`config.mk`:
```
export PLATFORM = sky130hd
export DESIGN_NAME = rst_wake_init
export DESIGN_NICKNAME = d
export VERILOG_FILES = /design/src/design/rst_wake_pkg.sv /design/src/design/bit_gate.sv /design/src/design/stack_push.sv /design/src/design/rst_wake_init.sv
export SDC_FILE = /design/constraint.sdc
export NUM_CORES = 1
export LEC_CHECK = 0
export BUFFER_PORTS_ARGS = -buffer_cell sky130_fd_sc_hd__buf_2
export CAP_MARGIN = 25
export CORE_MARGIN = 2
export CORE_UTILIZATION = 34
export DETAILED_ROUTE_END_ITERATION = 16
export SLEW_MARGIN = 30
export SYNTH_ARGS = -nofsm -noshare
export SYNTH_HDL_FRONTEND = slang
export SYNTH_SLANG_ARGS = --single-unit
```
`constraint.sdc`:
```
create_clock -name CLOCK -period 2.15 [get_ports CLOCK]
set_input_delay 0.43 -clock CLOCK [delete_from_list [all_inputs] [get_ports CLOCK]]
set_output_delay 0.43 -clock CLOCK [all_outputs]
set_load 0.05 [all_outputs]
```
`src/design/rst_wake_pkg.sv`:
```
// Shared constants and carriers for the reset and wake-up state initialiser.
package rst_wake_pkg;

  // ****************************************
  // Vectors and widths
  // ****************************************
  localparam int         PC_W           = 22;
  localparam int         SP_W           = 5;
  localparam logic [21:0] VEC_HIGH      = 22'h000008;
  localparam logic [21:0] VEC_LOW       = 22'h000018;
  localparam int         PC_TEST_BIT    = 21;
  localparam logic [4:0] SP_RESET       = 5'h00;
  localparam logic [7:0] TOP_RESET      = 8'h00;
  localparam logic [4:0] TOPU_RESET     = 5'h00;
  localparam logic [21:0] PC_RESET      = 22'h000000;

  // ****************************************
  // Port bit positions and masks
  // ****************************************
  localparam int         PA_BIT6        = 6;
  localparam int         PA_BIT7        = 7;
  localparam logic [7:0] PB_ANALOG_MASK = 8'h1F;
  localparam logic [7:0] ZERO_BYTE      = 8'h00;
  localparam int         CFG3H_MASTER_CLEAR_INPUT_BIT = 7;
  localparam logic [7:0] CFG3H_RESET    = 8'h80;

  // ****************************************
  // Interrupt control reset values and priority enable bits
  // ****************************************
  localparam logic [7:0] IRQ_CTRL_RESET = 8'h00;
  localparam int         IRQ_HIGH_EN    = 7;
  localparam int         IRQ_LOW_EN     = 6;
  localparam logic [7:0] PIR_RESET      = 8'h00;

  // ****************************************
  // Oscillator mode codes
  // ****************************************
  typedef enum logic [3:0] {
    OSC_LP       = 4'h0,
    OSC_XT       = 4'h1,
    OSC_HS       = 4'h2,
    OSC_RC       = 4'h3,
    OSC_EC       = 4'h4,
    OSC_EXT_CLOCK_WITH_IO_MODE_M   = 4'h5,
    OSC_HSPLL    = 4'h6,
    OSC_RC_OSC_WITH_IO_MODE_M   = 4'h7,
    OSC_INT1     = 4'h8,
    OSC_INT2     = 4'h9
  } osc_mode_e;

  // Reset and wake event bundle.
  typedef struct packed {
    logic por;
    logic bor;
    logic master_clear_input;
    logic wdt;
    logic instr;
    logic stack;
    logic wake_wdt;
    logic wake_irq;
  } event_s;

  // Variant strap bundle.
  typedef struct packed {
    logic pins40;
    logic small_pkg;
    logic test_mode;
  } variant_s;

  // Sequencer states, one-hot.
  typedef enum logic [2:0] {
    ST_RUN   = 3'b001,
    ST_PUSH  = 3'b010,
    ST_VECT  = 3'b100
  } seq_e;

endpackage

```
`src/design/bit_gate.sv`:
```
// Gated register bit slice that reads zero when disabled.
`timescale 1ns/1ps
module bit_gate #(
  parameter int W = 1
) (
  // Data
  input  wire logic [W-1:0] raw,
  input  wire logic         en,
  output logic      [W-1:0] gated
);

  always_comb begin
    gated = en ? raw : '0;
  end

endmodule

```
`src/design/stack_push.sv`:
```
// Return-stack top register and pointer with reset-class handling.
`timescale 1ns/1ps
module stack_push
  import rst_wake_pkg::*;
(
  // Clock and reset
  input  wire logic            clk,
  input  wire logic            rst_n,
  // Control
  input  wire logic            cold,
  input  wire logic            warm,
  input  wire logic            push,
  input  wire logic [PC_W-1:0] pc_in,
  // State
  output logic      [PC_W-1:0] top,
  output logic      [SP_W-1:0] ptr
);

  logic [PC_W-1:0] next_top;
  logic [SP_W-1:0] next_ptr;

  always_comb begin
    next_top = top;
    next_ptr = ptr;
    if (cold || warm) begin
      next_top = {TOPU_RESET[0], TOPU_RESET, TOP_RESET, TOP_RESET};
      next_ptr = SP_RESET;
    end else if (push) begin
      next_top = pc_in;
      next_ptr = ptr + SP_W'(1);
    end
  end

  always_ff @(posedge clk or negedge rst_n) begin
    if (!rst_n) begin
      top <= '0;
      ptr <= '0;
    end else begin
      top <= next_top;
      ptr <= next_ptr;
    end
  end

endmodule

```
`src/design/rst_wake_init.sv`:
```
// Architectural state set-up after reset and wake-up.
`timescale 1ns/1ps

module rst_wake_init
  import rst_wake_pkg::*;
(
  // Clock and reset
  input  wire logic            CLOCK,
  input  wire logic            RSTN,
  // Reset and wake events, one-cycle pulses, and variant straps
  input  wire event_s          EVENTS,
  input  wire variant_s        VARIANT,
  // Configuration
  input  wire osc_mode_e       OSC_MODE,
  input  wire logic            PB_ANALOG_CFG,
  input  wire logic [7:0]      CFG3H,
  input  wire logic            HIGH_PRIO_WAKE,
  input  wire logic [7:0]      PIR_WAKE_BITS,
  input  wire logic [7:0]      IRQ_WAKE_BITS,
  input  wire logic [PC_W-1:0] PC_NOW,
  // Raw port and capture values
  input  wire logic [7:0]      PA_PIN_IN,
  input  wire logic [7:0]      PB_PIN_IN,
  input  wire logic            PE3_PIN_IN,
  input  wire logic [7:0]      CAPTURE_IN,
  // Register bus
  input  wire logic [3:0]      ADDR,
  input  wire logic [7:0]      WDATA,
  input  wire logic            WR,
  input  wire logic            RD,
  output logic      [7:0]      RDATA,
  // State outputs
  output logic      [PC_W-1:0] PC,
  output logic                 PC_LOAD,
  output logic      [PC_W-1:0] STACK_TOP,
  output logic      [SP_W-1:0] STACK_PTR,
  output logic      [7:0]      IRQ_CTRL,
  output logic      [7:0]      PERIPH_IRQ_REQUEST_REG,
  output logic      [7:0]      PA_LATCH_OUT,
  output logic      [7:0]      PA_DIR_OUT,
  output logic                 PE3_IN_EN
);

  // ****************************************
  // Register offsets
  // ****************************************
  localparam logic [3:0] A_IRQ   = 4'h0;
  localparam logic [3:0] A_PIR   = 4'h1;
  localparam logic [3:0] A_PA    = 4'h2;
  localparam logic [3:0] A_PORT_A_LATCH  = 4'h3;
  localparam logic [3:0] A_DIRA  = 4'h4;
  localparam logic [3:0] A_PB    = 4'h5;
  localparam logic [3:0] A_CAP   = 4'h6;
  localparam logic [3:0] A_PE    = 4'h7;
  localparam logic [3:0] A_STKLO = 4'h8;
  localparam logic [3:0] A_STKPT = 4'h9;

  // ****************************************
  // Reset classes
  // ****************************************
  logic cold;
  logic warm;
  logic wake_vec;
  assign cold = EVENTS.por | EVENTS.bor;
  assign warm = EVENTS.master_clear_input | EVENTS.wdt | EVENTS.instr | EVENTS.stack;
  assign wake_vec = EVENTS.wake_irq &
                    (IRQ_CTRL[IRQ_HIGH_EN] | IRQ_CTRL[IRQ_LOW_EN]);

  // ****************************************
  // Pin enables
  // ****************************************
  logic pa6_en;
  logic pa7_en;
  logic cap_en;
  logic pe3_en;

  always_comb begin
    case (OSC_MODE)
      OSC_RC_OSC_WITH_IO_MODE_M, OSC_EXT_CLOCK_WITH_IO_MODE_M, OSC_INT2: pa6_en = 1'b1;
      default:                          pa6_en = 1'b0;
    endcase
  end
  assign pa7_en = (OSC_MODE == OSC_INT2);
  assign cap_en = !VARIANT.small_pkg;
  assign pe3_en = VARIANT.pins40 & !CFG3H[CFG3H_MASTER_CLEAR_INPUT_BIT];

  // ****************************************
  // Sequencer and state
  // ****************************************
  seq_e            state;
  seq_e            next_state;
  logic [PC_W-1:0] next_pc;
  logic            next_pc_load;
  logic [7:0]      next_irq;
  logic [7:0]      next_pir;
  logic [7:0]      next_lat;
  logic [7:0]      next_dir;
  logic            pb_analog;
  logic            next_pb_analog;
  logic            push;
  logic [PC_W-1:0] stk_top;
  logic [SP_W-1:0] stk_ptr;

  assign push = (state == ST_PUSH);

  always_comb begin
    next_state     = state;
    next_pc        = PC;
    next_pc_load   = 1'b0;
    next_irq       = IRQ_CTRL;
    next_pir       = PERIPH_IRQ_REQUEST_REG;
    next_lat       = PA_LATCH_OUT;
    next_dir       = PA_DIR_OUT;
    next_pb_analog = pb_analog;
    if (WR) begin
      case (ADDR)
        A_IRQ:   next_irq = WDATA;
        A_PIR:   next_pir = WDATA;
        A_PORT_A_LATCH:  next_lat = WDATA;
        A_DIRA:  next_dir = WDATA;
        default: ;
      endcase
    end
    if (EVENTS.wake_irq || EVENTS.wake_wdt) begin
      next_irq = next_irq | IRQ_WAKE_BITS;
      next_pir = next_pir | PIR_WAKE_BITS;
    end
    case (state)
      ST_RUN: begin
        // A wake beside a reset pulse is dropped, because the reset class wins.
        if (wake_vec && !cold && !warm) begin
          next_state = ST_PUSH;
        end
      end
      ST_PUSH: begin
        next_state = ST_VECT;
      end
      ST_VECT: begin
        next_pc      = HIGH_PRIO_WAKE ? VEC_HIGH : VEC_LOW;
        next_pc_load = 1'b1;
        next_state   = ST_RUN;
      end
      default: next_state = ST_RUN;
    endcase
    if (cold || warm) begin
      next_state     = ST_RUN;
      next_pc        = PC_RESET;
      next_pc_load   = 1'b1;
      next_irq       = IRQ_CTRL_RESET;
      next_pir       = PIR_RESET;
      next_lat       = ZERO_BYTE;
      next_dir       = ~ZERO_BYTE;
      next_pb_analog = PB_ANALOG_CFG;
    end
    if (!VARIANT.test_mode) begin
      next_pc[PC_TEST_BIT] = 1'b0;
    end
    if (!pa6_en) begin
      next_lat[PA_BIT6] = 1'b0;
      next_dir[PA_BIT6] = 1'b0;
    end
    if (!pa7_en) begin
      next_lat[PA_BIT7] = 1'b0;
      next_dir[PA_BIT7] = 1'b0;
    end
  end

  always_ff @(posedge CLOCK or negedge RSTN) begin
    if (!RSTN) begin
      state        <= ST_RUN;
      PC           <= PC_RESET;
      PC_LOAD      <= 1'b0;
      IRQ_CTRL     <= IRQ_CTRL_RESET;
      PERIPH_IRQ_REQUEST_REG          <= PIR_RESET;
      PA_LATCH_OUT <= ZERO_BYTE;
      PA_DIR_OUT   <= ZERO_BYTE;
      pb_analog    <= 1'b1;
    end else begin
      state        <= next_state;
      PC           <= next_pc;
      PC_LOAD      <= next_pc_load;
      IRQ_CTRL     <= next_irq;
      PERIPH_IRQ_REQUEST_REG          <= next_pir;
      PA_LATCH_OUT <= next_lat;
      PA_DIR_OUT   <= next_dir;
      pb_analog    <= next_pb_analog;
    end
  end

  // ****************************************
  // Stack capture value
  // ****************************************
  logic [PC_W-1:0] pc_push;

  // The pushed copy obeys the same bit 21 limit as the counter, so outside test mode a return can
  // never land in the test-only half of the program space.
  always_comb begin
    pc_push = PC_NOW;
    if (!VARIANT.test_mode) begin
      pc_push[PC_TEST_BIT] = 1'b0;
    end
  end

  // The stack is captured one cycle before the vector so the pushed value is the
  // interrupted pc, not the vector.
  stack_push u_stack (
    .clk   (CLOCK),
    .rst_n (RSTN),
    .cold  (cold),
    .warm  (warm),
    .push  (push),
    .pc_in (pc_push),
    .top   (stk_top),
    .ptr   (stk_ptr)
  );

  // ****************************************
  // Read path
  // ****************************************
  logic [7:0] pa_gated;
  logic [7:0] pb_read;
  logic [7:0] cap_read;
  logic [7:0] next_rdata;

  bit_gate #(.W(1)) u_pa6 (
    .raw   (PA_PIN_IN[PA_BIT6]),
    .en    (pa6_en),
    .gated (pa_gated[PA_BIT6])
  );
  bit_gate #(.W(1)) u_pa7 (
    .raw   (PA_PIN_IN[PA_BIT7]),
    .en    (pa7_en),
    .gated (pa_gated[PA_BIT7])
  );
  bit_gate #(.W(8)) u_cap (
    .raw   (CAPTURE_IN),
    .en    (cap_en),
    .gated (cap_read)
  );
  assign pa_gated[5:0] = PA_PIN_IN[5:0];

  assign pb_read = pb_analog ? (PB_PIN_IN & ~PB_ANALOG_MASK) : PB_PIN_IN;

  // Read data are zero outside the read slot, so a stale value is never
  // mistaken for a fresh one by software polling the bus.
  always_comb begin
    next_rdata = ZERO_BYTE;
    if (RD) begin
      case (ADDR)
        A_IRQ:   next_rdata = IRQ_CTRL;
        A_PIR:   next_rdata = PERIPH_IRQ_REQUEST_REG;
        A_PA:    next_rdata = pa_gated;
        A_PORT_A_LATCH:  next_rdata = PA_LATCH_OUT;
        A_DIRA:  next_rdata = PA_DIR_OUT;
        A_PB:    next_rdata = pb_read;
        A_CAP:   next_rdata = cap_read;
        A_PE:    next_rdata = {4'h0, PE3_PIN_IN & pe3_en, 3'h0};
        A_STKLO: next_rdata = stk_top[7:0];
        A_STKPT: next_rdata = {3'h0, stk_ptr};
        default: next_rdata = ZERO_BYTE;
      endcase
    end
  end

  always_ff @(posedge CLOCK or negedge RSTN) begin
    if (!RSTN) begin
      RDATA     <= ZERO_BYTE;
      STACK_TOP <= '0;
      STACK_PTR <= '0;
      PE3_IN_EN <= 1'b0;
    end else begin
      RDATA     <= next_rdata;
      STACK_TOP <= stk_top;
      STACK_PTR <= stk_ptr;
      PE3_IN_EN <= pe3_en;
    end
  end

endmodule

```
# Yosys cells after proc, flatten, opt, wreduce, memory -nomap -nowiden
# Cells that the tools add are included.
[word_totals]
out_inout_bits = 91
mem_bits_rw = 0
input_bits = 104
n_memories = 0
latchBits = 0
romBits = 0
word_cells = 112
regBits = 122
[classes]
bitwise_logic = 10
addsub = 1
n_mul = 0
n_div = 0
muxes = 39
n_shift = 0
n_lt_le_gt_ge = 0
reduce_logical = 20
n_eq_ne = 23
[ops]
columns = ["operator", "count"]
rows = [
  ["8-bit two-way mux", 16],
  ["22-bit two-way mux", 4],
  ["8-bit one-hot mux with 10 select lines", 1],
  ["4-bit by 3-bit == test with 1-bit output, second input constant", 6],
  ["3-bit inequality test, second input constant", 7],
  ["5-bit two-way mux", 4],
  ["8-bit OR", 2],
  ["4-bit == test, second input constant", 3],
  ["2-bit AND reduction", 6],
  ["1-bit two-way mux", 11],
  ["2-bit nonzero test", 5],
  ["4-bit by 2-bit == test with 1-bit output, second input constant", 2],
  ["3-bit two-way mux", 2],
  ["3-bit one-hot mux with 2 select lines", 1],
  ["5-bit by 1-bit adder with 5-bit output, second input constant", 1],
  ["1-bit OR", 5],
  ["4-bit by 1-bit == test with 1-bit output, second input constant", 1],
  ["4-bit logical NOT", 1],
  ["1-bit bitwise AND", 3],
  ["3-bit by 1-bit == test with 1-bit output, second input constant", 1],
  ["3-bit by 2-bit == test with 1-bit output, second input constant", 1],
  ["3-bit == test, second input constant", 1],
  ["1-bit logical NOT", 3],
  ["3-bit by 1-bit inequality test with 1-bit output, second input constant", 1],
  ["3 further kinds", 5],
]

# Depth between registers and ports, before layout
[depth]
word_depth = 8
depth_mapped = 6
mapped_depth_nobuf = 4

# By module
# From an unflattened synthesis, not the netlist that was laid out.
[unflattened]
cells_unflattened = 448
hier_area_um2 = 4842.1
[by_module_without_submodules]
columns = ["module", "seq_area_each_um2", "cells_per_inst", "area_each_um2", "n_inst"]
rows = [
  ["rst_wake_init", 1879.3, 344, 3611.0, 1],
  ["stack_push", 675.6, 94, 1168.6, 1],
  ["bit_gate (u_cap)", 0.0, 8, 50.0, 1],
  ["bit_gate (u_pa6 ...)", 0.0, 1, 6.3, 2],
]

# Least setup slack after synthesis
# Ideal clock, no wire load.
[synth_path]
path_type = "reg2reg"
startpoint = "reg IRQ_CTRL[3]"
endpoint = "reg RDATA[3]"
synth_period_minus_slack_ps = 1649
t_required_ps = 2024
path_slack_ps = 501
t_arrival_ps = 1523
stages_incl_launch_ff = 5
setup_time_ps = 126
cell_sequence = "dfrtp_1 mux2_4 a221oi_2 nor2_1 o311a_1"
[synth_via]
elab_chain_len = 2
[synth_rtl]
columns = ["item", "line_no", "source"]
rows = [
  ["from (decl)", "rst_wake_init.sv:37", "output logic [7:0] IRQ_CTRL,"],
  ["from (signal assigned)", "rst_wake_init.sv:182", "IRQ_CTRL <= next_irq;"],
  ["8-bit one-hot mux with 10 select lines", "rst_wake_init.sv:249", "case (ADDR)"],
  ["8-bit two-way mux", "rst_wake_init.sv:248", "if (RD) begin"],
  ["net next_rdata[3]", "rst_wake_init.sv:223", "logic [7:0] next_rdata;"],
  ["to (signal assigned)", "rst_wake_init.sv:272", "RDATA <= next_rdata;"],
  ["to (decl)", "rst_wake_init.sv:31", "output logic [7:0] RDATA,"],
]
# The timed path passes the listed nets, and every way through them passes these cells.
# A chain may end at the register's enable or synchronous reset.

# Worst setup path after layout
[layout_path]
startpoint = "in ADDR[1]"
endpoint = "reg RDATA[6]"
[layout_via]
elab_chain_len = 3
elab_cells_between_ends = 12
[layout_rtl]
columns = ["item", "line_no", "source"]
rows = [
  ["from (decl)", "rst_wake_init.sv:27", "input wire logic [3:0] ADDR,"],
  ["4-bit == test, or another cell as far along", "rst_wake_init.sv:249", ""],
  ["8-bit one-hot mux with 10 select lines (*)", "rst_wake_init.sv:249", ""],
  ["8-bit two-way mux (*)", "rst_wake_init.sv:248", ""],
  ["net next_rdata[6]", "rst_wake_init.sv:223", ""],
]
# The timed path passes the listed nets; every way through them passes the cells marked *.

==> run_results.csv <==
group,metric,value,unit
route,wl_per_cell,17.3,microns
global_route,top_usage_layer,"met2",
placed_design,placed_area,0.00562,sq mm
synth,ys_types,53,
cts,cts_tree,"built",
setup_path,rr_worst_depth,4,
synth,syn_area,0.00461,sq mm
cells_and_area,final_cell_mix,"166 x buf_2, 114 x nand2_1, 100 x dfrtp_1",
timing,tightest_slew,0.591,ns
cts,cts_made_buffers,9,
global_route,grt_antenna_before_repair,0,
cells_and_area,fin_util,0.448,
placed_design,place_ws,0.249,ns
cells_and_area,multi_input_area,0.00184,sq mm
placed_design,dp_hpwl,10.5,mm
cts,cts_resized,0,
timing,max_freq,0.638,GHz
route,routed_wirelength,13.9,mm
timing,period_share,0.729,
timing,fin_ws,0.583,ns
timing,fin_worst_skew,0.00639,ns
die,io_pins,195,
synth,synthArstFlopShare,1.00,
route,final_antenna_net_count,0,
global_route,grt_pass1_wl,20.9,mm
cells_and_area,final_nets,729,
pwr,p_per_area,685,mW/mm^2
cells_and_area,fin_cells,805,
cts,ctsHoldBuffers,0,
cells_and_area,mostFrequentLayoutCell,"buf_2",
setup_path,worstPathRequired,2.40,ns
global_route,grtUsageMet1,0.260,
placed_design,placedCellCount,789,
global_route,grt_usage,0.189,
setup_path,rrSetupSlack,0.63,ns
timing,rsz0062_at_grt,"no",
placed_design,port_buffers,167,
timing,max_slew_margin,0.606,
global_route,grt_pass1_vias,3819,
die,core,0.0132,sq mm
setup_path,r2r-end,"RDATA[3]",
worst_hold_path,worst_hold_path_type,"input pin to asynchronous set/reset pin",
timing,setup_violations,0,
cells_and_area,antenna_cells,0,
cells_and_area,fillCellCount,1312,
synth,yosysWarnings,0,
pwr,finalPower,4.06,mW
timing,fin_crit,1.57,ns
cells_and_area,seqCellArea,0.00255,sq mm
timing,hold_ws,0.0856,ns
die,dieArea,0.0145,sq mm
cts,clk_pin_slew_worst_paths,0.07,ns
global_route,use_met2,0.296,
synth,synth-edff-count,0,
cells_and_area,final_cell_area,0.00593,sq mm
setup_path,worstSetupPathType,"input pin to flop",
global_route,grtUsageMet3,0.0363,
route,drt_iter0_drc,365,
cts,htreeDepth,3,
die,die_height,121,microns
route,drcViolationCount,0,
die,initial_core_util,0.348,
run_status,outcome,"finished, final reports clean",
route,drtPass1Iterations,5,
timing,hold_viol,0,
run,cap_violations,0,
cts,clk_latency,0.35,ns
cts,cts_setup_buffers,0,
timing,drv_slew,0,
cells_and_area,area_growth,28.6,%
global_route,overflow,0,
cts,root_buffer,"clkbuf_16",
cts,ctsLongestPathBuffers,2,
route,routed-via-count,4048,
cts,cts.sinks,102,
setup_path,cp.arrival,1.82,ns
pwr,p_leak,3.04,nW
synth,avgSynthCellArea,10.1,sq um
synth,synthCells,459,
die,rows,42,
global_route,grt_max_degree,57,
timing,tns,0,ns
setup_path,crit_fanout,14,
route,viasPerCell,5.03,
pwr,peakVddDrop,0.000345,V
placed_design,place.gp.congestion,0.904,
synth,yosysSeqAreaShare,0.554,
die,dieWidth,121,microns
setup_path,start_kind,"input pin",
synth,ys_seq_elements,102,
setup_path,cp-end-kind,"flop",
cells_and_area,drive_above_1_share,0.337,
setup_path,r2r-start,"IRQ_CTRL[3]",
synth,synth_top_flop_cell,"dfrtp_1",
[state kept, by name, summed over array words and instances, names as in the netlist]
register / count
STACK_TOP: 22
u_stack.top: 22
IRQ_CTRL: 8
PA_DIR_OUT: 8
PA_LATCH_OUT: 8
PERIPH_IRQ_REQUEST_REG: 8
RDATA: 8
STACK_PTR: 5
u_stack.ptr: 5
state: 3
PC: 2
PC_LOAD: 1
PE3_IN_EN: 1
pb_analog: 1
[critical path, stage by stage]
cell and delay (ns):
buf_2 0.19, nor2_1 0.46, a32oi_1 0.20, or2_2 0.30
a41oi_1 0.24
[layer usage]
metal,routed length (microns),vias up
li1,-,1864
met1,5970,1975
met2,6450,183
met3,1170,26
met4,299,0
met5,0,-
[report_power, final]
part	switching (mW)	internal (mW)
sequential	0.00534	1.93
clock	0.769	0.956
combinational	0.279	0.128
total	1.05	3.01
[synth_stat cells (2+ instances only)]
master | count | area [sq um]
nand2_1 | 114 | 428
dfrtp_1 | 100 | 2500
a21oi_1 | 31 | 155
mux2i_1 | 29 | 290
nor2_1 | 29 | 109
buf_4 | 22 | 165
a31oi_1 | 20 | 125
buf_2 | 11 | 55.1
clkbuf_1 | 10 | 37.5
inv_1 | 8 | 30.0
nand3_1 | 8 | 40.0
nand2b_1 | 7 | 43.8
o22ai_1 | 5 | 31.3
and3_1 | 4 | 25.0
o32ai_1 | 4 | 35.0
a221oi_1 | 3 | 26.3
nand3b_1 | 3 | 22.5
nand4_1 | 3 | 18.8
nor3_1 | 3 | 15.0
o21ai_0 | 3 | 15.0
xor2_1 | 3 | 26.3
a2bb2oi_1 | 2 | 17.5
a32oi_1 | 2 | 17.5
dfstp_2 | 2 | 52.6
mux2_2 | 2 | 22.5
nor3b_2 | 2 | 25.0
nor4bb_1 | 2 | 20.0
or2_2 | 2 | 12.5
[cells by family (layout without fill, tap and decap cells)]
kind of cell / after synthesis / after routing / synth area share
flip-flops: 102 / 102 / 0.554
other: 1 / 20 / 0.000813
AND/OR/NAND/NOR: 188 / 188 / 0.187
adder cells (fa/ha/maj): 1 / 1 / 0.00271
XOR/XNOR: 4 / 4 / 0.00759
buffers and inverters: 53 / 204 / 0.0656
AO/OA/AOI/OAI: 77 / 77 / 0.107
multiplexers: 33 / 33 / 0.0759
[worst max-delay path by stage]
stage / from / endpoint / slack [ns] / depth (start not counted)
final: ADDR[1] / RDATA[6] / 0.58 / 5
after global routing: ADDR[1] / IRQ_CTRL[4] / 0.48 / 5
after CTS: IRQ_CTRL[6] / IRQ_CTRL[6] / 0.60 / 1
after detailed placement: ADDR[3] / RDATA[1] / 0.25 / 6
after global placement: ADDR[1] / IRQ_CTRL[1] / 0.27 / 5
after floorplan: IRQ_CTRL[3] / RDATA[3] / 0.50 / 4
[area by class of cell]
| cell class | count | share of cell area |
|---|---|---|
| Clock buffer | 10 | 0.0403 |
| Clock inverter | 6 | 0.0127 |
| Inverter | 8 | 0.00506 |
| Multi-Input combinational cell | 323 | 0.310 |
| Sequential cell | 102 | 0.431 |
| Tap cell | 176 | 0.0371 |
| Timing Repair Buffer | 180 | 0.164 |
Power figures use the tool's default switching activity.
